--- src/chrc_pkg.sv ---
package chrc_pkg;
  // csr address of the power-management control register
  localparam logic [11:0] CHRC_PMC_ADDR = 12'h7C6;
  // field positions
  localparam int CHRC_HALT_BIT = 0;
  localparam int CHRC_HALTIE_BIT = 1;
  // reset values
  localparam logic CHRC_HALTIE_RST = 1'b1;
  localparam logic CHRC_HALT_RST = 1'b0;
  // quiesce time for a firmware halt, in core cycles
  localparam int CHRC_QUIESCE_CYC = 4;

  // core activity states
  typedef enum logic [1:0] {
    CHRC_RUN = 2'b00,
    CHRC_PWR_HALT = 2'b01,
    CHRC_DBG_HALT = 2'b10
  } chrc_state_e;

  // csr access from the core pipeline
  typedef struct packed {
    logic wr_en;
    logic rd_en;
    logic [11:0] addr;
    logic [31:0] wdata;
  } chrc_csr_req_s;

  // wake sources for the power-halted state
  typedef struct packed {
    logic pmu_run;
    logic top_wake;
    logic timer;
    logic int_timer;
    logic nmi;
  } chrc_wake_s;
endpackage : chrc_pkg

--- src/chrc_quiesce.sv ---
`timescale 1ns/1ps
// counts down the pipeline drain before a graceful halt is reported
module chrc_quiesce #(
  parameter int CYCLES = chrc_pkg::CHRC_QUIESCE_CYC
) (
  input wire logic clk_sys,
  input wire logic reset_n,
  input wire logic start,
  input wire logic abort,
  output logic done
);
  import chrc_pkg::*;
  initial begin
    if (CYCLES < 1 || CYCLES > 255) $error("quiesce cycles out of range");
  end
  logic [7:0] cnt_q; // cycles left, zero when idle
  logic busy_q; // drain in progress
  logic done_q; // one-cycle completion pulse
  wire last_w = busy_q && (cnt_q == 8'h01);
  // countdown process
  always_ff @(posedge clk_sys or negedge reset_n) begin
    if (!reset_n) begin
      cnt_q <= 8'h00;
      busy_q <= 1'b0;
      done_q <= 1'b0;
    end else begin
      done_q <= last_w && !abort;
      if (abort) begin
        busy_q <= 1'b0;
        cnt_q <= 8'h00;
      end else if (start && !busy_q) begin
        busy_q <= 1'b1;
        cnt_q <= 8'(CYCLES);
      end else if (busy_q) begin
        cnt_q <= cnt_q - 8'h01;
        busy_q <= !last_w;
      end
    end
  end
  assign done = done_q;
endmodule : chrc_quiesce

--- src/chrc_core_halt_run.sv ---
`timescale 1ns/1ps
// Operation
// - mpc halt while running enters debug halt
// - already debug halted: acknowledge mpc halt immediately
// - mpc run waits for debugger operation end
// - debugger resume alone keeps core halted
// - dual halt needs both run requests
// - run ack only after running, status low
// - power halt wakes on five events
// - firmware halt quiesces before halted indication
// - dma serviced in both halted states
// - halted: only enabled top wake honoured
// - pending interrupts taken after returning to run
// - reserved bits read zero, legal values
// - halt bit write one starts power halt
// - haltie set enables interrupts on halt entry
// - haltie write alone leaves enable unchanged
// - enable set on entry stays set
// - debug mode ignores halt, haltie no effect
// - register at 0x7C6, haltie resets one
// - four-phase request/acknowledge handshakes
// - reset start-state picks running or debug halt
module chrc_core_halt_run #(
  parameter int QUIESCE_CYC = chrc_pkg::CHRC_QUIESCE_CYC
) (
  input wire logic clk_sys,
  input wire logic reset_n,
  input wire logic reset_run_req,
  input wire logic mpc_halt_req,
  output logic mpc_halt_ack,
  input wire logic mpc_run_req,
  output logic mpc_run_ack,
  output logic debug_mode_status,
  input wire logic dbg_halt_req,
  input wire logic dbg_resume_req,
  input wire logic dbg_op_busy,
  input wire chrc_pkg::chrc_csr_req_s csr_req,
  output logic [31:0] csr_rdata,
  input wire chrc_pkg::chrc_wake_s wake,
  input wire logic meie,
  input wire logic ext_int_pending,
  input wire logic mie_clr,
  output logic mie,
  output logic fw_halted,
  output logic core_run_en,
  output logic ext_int_take,
  input wire logic dma_req,
  output logic dma_grant
);
  import chrc_pkg::*;

  chrc_state_e state_q, state_d; // core activity state
  logic dbg_hold_q; // on-chip debugger holds the halt
  logic mpc_hold_q; // multicore controller holds the halt
  logic halt_ack_q; // halt acknowledge
  logic run_ack_q; // run acknowledge
  logic run_pend_q; // accepted run request not yet answered
  logic haltie_q; // stored halt-interrupt-enable
  logic mie_q; // global interrupt enable
  logic fw_halted_q; // graceful power halt reported
  logic quiesce_q; // firmware halt is draining
  logic [31:0] rdata_q; // read data register
  logic start_q; // first cycle after reset release
  logic take_q; // external interrupt taken
  logic grant_q; // dma grant
  logic quiesce_done;

  // csr decode
  wire csr_hit_w = (csr_req.addr == CHRC_PMC_ADDR);
  wire csr_wr_w = csr_req.wr_en && csr_hit_w;
  wire in_dbg_w = (state_q == CHRC_DBG_HALT);
  // halt bit is a one-cycle pulse with no storage
  wire fw_halt_pulse_w = csr_wr_w && csr_req.wdata[CHRC_HALT_BIT] && !in_dbg_w;
  wire fw_halt_start_w = fw_halt_pulse_w && (state_q == CHRC_RUN) && !quiesce_q;
  // enable set atomically with the halt
  wire mie_set_w = fw_halt_start_w && (csr_wr_w ? csr_req.wdata[CHRC_HALTIE_BIT] : haltie_q);
  // top wake needs both interrupt enables
  wire top_wake_ok_w = wake.top_wake && mie_q && meie;
  wire pwr_wake_w = wake.pmu_run || top_wake_ok_w || wake.timer || wake.int_timer || wake.nmi;
  // debugger and controller holds
  wire mpc_halt_new_w = mpc_halt_req && !halt_ack_q;
  wire mpc_run_new_w = mpc_run_req && !run_ack_q && !run_pend_q;
  wire dbg_hold_d_w = dbg_halt_req ? 1'b1 : ((dbg_resume_req && !dbg_op_busy) ? 1'b0 : dbg_hold_q);
  wire mpc_hold_d_w = mpc_halt_new_w ? 1'b1 : (mpc_run_new_w ? 1'b0 : mpc_hold_q);
  wire leave_dbg_w = in_dbg_w && !dbg_hold_d_w && !mpc_hold_d_w;

  // next-state logic
  always_comb begin
    state_d = state_q;
    case (state_q)
      CHRC_RUN: begin
        if (dbg_halt_req || mpc_halt_new_w) begin
          state_d = CHRC_DBG_HALT;
        end else if (quiesce_done) begin
          state_d = CHRC_PWR_HALT;
        end
      end
      CHRC_PWR_HALT: begin
        if (dbg_halt_req || mpc_halt_new_w) begin
          state_d = CHRC_DBG_HALT;
        end else if (pwr_wake_w) begin
          state_d = CHRC_RUN;
        end
      end
      CHRC_DBG_HALT: begin
        if (leave_dbg_w) begin
          state_d = CHRC_RUN;
        end
      end
      default: begin
        state_d = CHRC_RUN;
      end
    endcase
  end

  // state and hold registers
  always_ff @(posedge clk_sys or negedge reset_n) begin
    if (!reset_n) begin
      state_q <= CHRC_RUN;
      dbg_hold_q <= 1'b0;
      mpc_hold_q <= 1'b0;
      start_q <= 1'b1;
    end else begin
      start_q <= 1'b0;
      if (start_q && !reset_run_req) begin
        // reset strap caught after release; only mpc run frees it
        state_q <= CHRC_DBG_HALT;
        mpc_hold_q <= 1'b1;
        dbg_hold_q <= 1'b0;
      end else begin
        state_q <= state_d;
        dbg_hold_q <= dbg_hold_d_w;
        mpc_hold_q <= mpc_hold_d_w;
      end
    end
  end

  // handshake acknowledges
  always_ff @(posedge clk_sys or negedge reset_n) begin
    if (!reset_n) begin
      halt_ack_q <= 1'b0;
      run_ack_q <= 1'b0;
      run_pend_q <= 1'b0;
    end else begin
      // ack once debug halted, whether new or already there
      halt_ack_q <= mpc_halt_req && (in_dbg_w || halt_ack_q);
      if (mpc_run_new_w) begin
        run_pend_q <= 1'b1;
      end else if (run_pend_q && state_q == CHRC_RUN) begin
        run_pend_q <= 1'b0;
      end
      // ack after running with status dropped
      if (!mpc_run_req) begin
        run_ack_q <= 1'b0;
      end else if ((run_pend_q || run_ack_q) && state_q == CHRC_RUN) begin
        run_ack_q <= 1'b1;
      end
    end
  end

  // firmware halt, enable and csr registers
  always_ff @(posedge clk_sys or negedge reset_n) begin
    if (!reset_n) begin
      haltie_q <= CHRC_HALTIE_RST;
      mie_q <= 1'b0;
      quiesce_q <= CHRC_HALT_RST;
      fw_halted_q <= 1'b0;
      rdata_q <= 32'h0000_0000;
    end else begin
      if (csr_wr_w) begin
        haltie_q <= csr_req.wdata[CHRC_HALTIE_BIT];
      end
      // set from halt entry wins over a clear
      if (mie_set_w) begin
        mie_q <= 1'b1;
      end else if (mie_clr) begin
        mie_q <= 1'b0;
      end
      if (fw_halt_start_w) begin
        quiesce_q <= 1'b1;
      end else if (quiesce_done || state_q != CHRC_RUN) begin
        quiesce_q <= 1'b0;
      end
      fw_halted_q <= (state_d == CHRC_PWR_HALT);
      // reserved bits and halt bit read zero
      rdata_q <= (csr_req.rd_en && csr_hit_w) ? {30'h0, haltie_q, 1'b0} : 32'h0000_0000;
    end
  end

  // interrupt take and dma service
  always_ff @(posedge clk_sys or negedge reset_n) begin
    if (!reset_n) begin
      take_q <= 1'b0;
      grant_q <= 1'b0;
    end else begin
      take_q <= ext_int_pending && mie_q && meie && (state_d == CHRC_RUN) && !quiesce_q;
      grant_q <= dma_req;
    end
  end

  chrc_quiesce #(
    .CYCLES(QUIESCE_CYC)
  ) u_quiesce (
    .clk_sys(clk_sys),
    .reset_n(reset_n),
    .start(fw_halt_start_w),
    .abort(dbg_halt_req || mpc_halt_new_w),
    .done(quiesce_done)
  );

  // debug status registered from next state
  logic dbg_stat_q;
  logic run_en_q;
  always_ff @(posedge clk_sys or negedge reset_n) begin
    if (!reset_n) begin
      dbg_stat_q <= 1'b0;
      run_en_q <= 1'b0;
    end else begin
      dbg_stat_q <= (state_d == CHRC_DBG_HALT) || (start_q && !reset_run_req);
      run_en_q <= (state_d == CHRC_RUN) && !quiesce_q && !(start_q && !reset_run_req);
    end
  end

  assign mpc_halt_ack = halt_ack_q;
  assign mpc_run_ack = run_ack_q;
  assign debug_mode_status = dbg_stat_q;
  assign csr_rdata = rdata_q;
  assign mie = mie_q;
  assign fw_halted = fw_halted_q;
  assign core_run_en = run_en_q;
  assign ext_int_take = take_q;
  assign dma_grant = grant_q;
endmodule : chrc_core_halt_run

--- config.mk ---
export PLATFORM = sky130hd
export DESIGN_NAME = chrc_core_halt_run
export DESIGN_NICKNAME = d
export VERILOG_FILES = /design/src/chrc_pkg.sv /design/src/chrc_quiesce.sv /design/src/chrc_core_halt_run.sv
export SDC_FILE = /design/constraint.sdc
export NUM_CORES = 1
export LEC_CHECK = 0
export ABC_AREA = 1
export BUFFER_PORTS_ARGS = -buffer_cell sky130_fd_sc_hd__buf_2
export CAP_MARGIN = 5
export CORE_MARGIN = 10
export CORE_UTILIZATION = 45
export CTS_CLUSTER_DIAMETER = 50
export CTS_CLUSTER_SIZE = 25
export DETAILED_ROUTE_END_ITERATION = 16
export GPL_TIMING_DRIVEN = 0
export PLACE_DENSITY_LB_ADDON = 0.3
export SKIP_CTS_REPAIR_TIMING = 1
export SYNTH_ARGS = -nofsm -noshare
export SYNTH_HDL_FRONTEND = slang
export SYNTH_SLANG_ARGS = --single-unit
--- constraint.sdc ---
create_clock -name clk_sys -period 3.15 [get_ports clk_sys]
set_clock_uncertainty 0.05 [all_clocks]
set_input_delay 0.63 -clock clk_sys [delete_from_list [all_inputs] [get_ports clk_sys]]
set_output_delay 0.63 -clock clk_sys [all_outputs]
set_load 0.05 [all_outputs]
==> flow_summary.toml <==
[setup_path]
cp_slowest_cell = "dfrtp_1"
worst_setup_path_start_kind = "flip-flop"
rr_endpoint = "u_quiesce.cnt_q[4]$_DFFE_PN0P_"
path_depth = 1
path_buf_inv = 1
worstPathArrival_ns = 0.98
required_ns = 2.47
rr_startpoint = "u_quiesce.cnt_q[0]$_DFFE_PN0P_"
worstSetupPathType = "reg -> out"
cp_max_fo = 3
worstSetupEndpointType = "output port"
max_stage_delay_ns = 0.42
rrSetupSlack_ns = 1.70
r2r_cells = 8
cp_cell_sequence = "buf_2"
cp_top_family = "flip-flops"

[logic_synthesis]
synth_cell_type_count = 31
synth_commonest_cells = "41 x nand2_1, 31 x buf_4, 25 x dfrtp_1"
synth_area_sq_um = 1668
yosys_warnings = 0
synthCells = 201
synth_top_cell_by_area = "dfrtp_1"
synth_edf_count = 0
synthFlopType = "dfrtp_1"
ys_top_cells_by_area = "dfrtp_1 38%, buf_4 14%, nand2_1 9.2%"
synth_seq_area_share = 0.4066
async_flop_share = 1.000
avgSynthCellArea_sq_um = 8.298
synth.most_common_cell = "nand2_1"
synth_seq_cells = 27
synthDominantCellAreaShare = 0.3751

[cts]
cts.clk_slew.worst_paths_ns = 0.10
numCtsBuffers = 3
numClockSinks = 27
cts_tree = "done"
clockBufferDepth = 2
root_buffer = "clkbuf_8"
cts_htree_levels = 1
clk_latency_ns = 0.28

[die]
io_pins = 103
die_w_microns = 80.88
die_y_microns = 80.88
core-area_sq_um = 3633
initial_core_util = 0.4590
die-area_sq_um = 6542
placementRows = 22

[timing]
tns_ns = 0
fmax_ghz = 0.6021
relSlewSlack = 0.6141
hold_viol = 0
rsz0062_at_grt = "false"
fin_crit_ns = 1.661
worst_pin_slew_ns = 0.5788
finalSetupViolations = 0
fin_crit_sh = 0.5273
drv_slew = 0

[global_routing]
grt.busiest_layer = "met2"
overflow = 0
antenna_found_initial = 0
met2_usage = 0.1919
grt.total_usage = 0.1020
grt_max_degree = 28
met1_usage = 0.1023
grtUsageMet3 = 0.03974
grt_pass1_vias = 1277
grt_pass1_wl_mm = 5.395

[power_and_ir_drop]
power_frac_seq = 0.432
switchingPower_uw = 350.1
power.internal_uw = 550.3
p_clk_frac = 0.226
pwr-share-comb = 0.342
p_sw_frac = 0.3888
vdd_drop_max_mv = 0.2713
leakagePower_uw = 0.001198
powerDensity_nw_per_um2 = 429.1

[layout]
largestRegisters = "u_quiesce.cnt_q x8, state_q x2"
largest_reg_flops = 8
nFillCells = 352
regMostFlops = "u_quiesce.cnt_q"
syn_to_final_growth_pct = 25.81
diodes = 0
final_core_util = 0.5775
drive_gt1_frac = 0.3574
nets = 343

[hold_path]
hold_path.class = "in -> async"

[route]
viasPerCell = 4.089
ant_nets = 0
wire_per_inst_microns = 10.42
drt-initial-drc-count = 43
route.vias.total = 1329
wl_mm = 3.388
drt_first_pass_iters = 4
drcViolationCount = 0

[placed_design]
port_buffers = 41
globalplace.congestion = 0.7787
hpwlAfterDp_mm = 2.936

[flow_run]
cap_violations = 0

[outcome]
outcome = "finished clean"
-- power groups by stage --
stage	logic (uW)	clock network [uW]	registers, uW
6_report	308	204	389
4_1_cts	308	211	389
3_5_place_dp	307	0	396
5_1_grt	335	223	392
2_1_floorplan	198	0	445
3_3_place_gp	304	0	395
-- layout make-up --
class	count	area (sq um)	share of cell area
Sequential cell	27	678.2	0.3232
Inverter	29	113.9	0.05426
Timing Repair Buffer	41	205.2	0.09779
Tap cell	48	60.06	0.02862
Clock buffer	3	41.29	0.01968
Clock inverter	1	7.507	0.003578
Buffer	31	232.7	0.1109
Multi-Input combinational cell	145	759.5	0.3620
-- worst max-delay path by stage --
stage,startpoint,to,slack [ns]
CTS,mpc_halt_ack$_DFF_PN0_,mpc_halt_ack,1.48
global route,mpc_halt_ack$_DFF_PN0_,mpc_halt_ack,1.44
finish,mpc_halt_ack$_DFF_PN0_,mpc_halt_ack,1.49
floorplan,mpc_halt_ack$_DFF_PN0_,core_run_en$_DFF_PN0_,1.64
global placement,csr_req[43],u_quiesce.cnt_q[5]$_DFFE_PN0P_,1.43
detailed placement,csr_req[43],u_quiesce.cnt_q[5]$_DFFE_PN0P_,1.39
-- cells in the final DEF, fill, tap and decap left out, drive strengths merged --
cell type and instances:
o21ai 4, ha 2, xnor2 1, clkbuf 3
dfrtp 25, a21boi 1, xor2 3, o31ai 1
buf 72, a22oi 1, inv 29, nor3 2
and3 1, nand2 44, nand3b 1, nor4 1
dfstp 2, a21oi 3, nand3 11, clkinvlp 1
nand4 7, conb 32, nor2 30
-- per-stage QoR --
| step | total power [uW] | cell area (sq um) | hold WS, ns | setup slack (ns) | std cells |
|---|---|---|---|---|---|
| 6_report | 900.5 | 2098 | 0.2861 | 1.489 | 325 |
| 5_1_grt | 951.0 | 2098 | 0.3237 | 1.441 | 325 |
| 4_1_cts | 908.1 | 2098 | 0.3041 | 1.476 | 325 |
| 3_5_place_dp | 703.5 | 2049 | 0.4035 | 1.388 | 321 |
| 3_3_place_gp | 698.9 | 2049 | 0.3905 | 1.435 | 321 |
| 2_1_floorplan | 642.5 | 1784 | 0.2844 | 1.641 | 232 |
-- metal layers --
metal | wire, microns | share of wire | vias up
li1 | - | - | 708
met4 | 10 | 0.0030 | 0
met2 | 1860 | 0.55 | 33
met5 | 0 | 0 | -
met3 | 280 | 0.083 | 2
met1 | 1237 | 0.37 | 586
-- kinds of logic after synthesis --
family / count (synthesis) / share of synthesized area
other: 1 / 0.002248
AOI/OAI and AO/OA: 10 / 0.04502
adders and majority gates: 2 / 0.01500
buffers and inverters: 60 / 0.2078
and+or+nand+nor: 97 / 0.3023
DFF: 27 / 0.4066
xor gates and xnor gates: 4 / 0.02101
(Power assumes the default switching activity.)
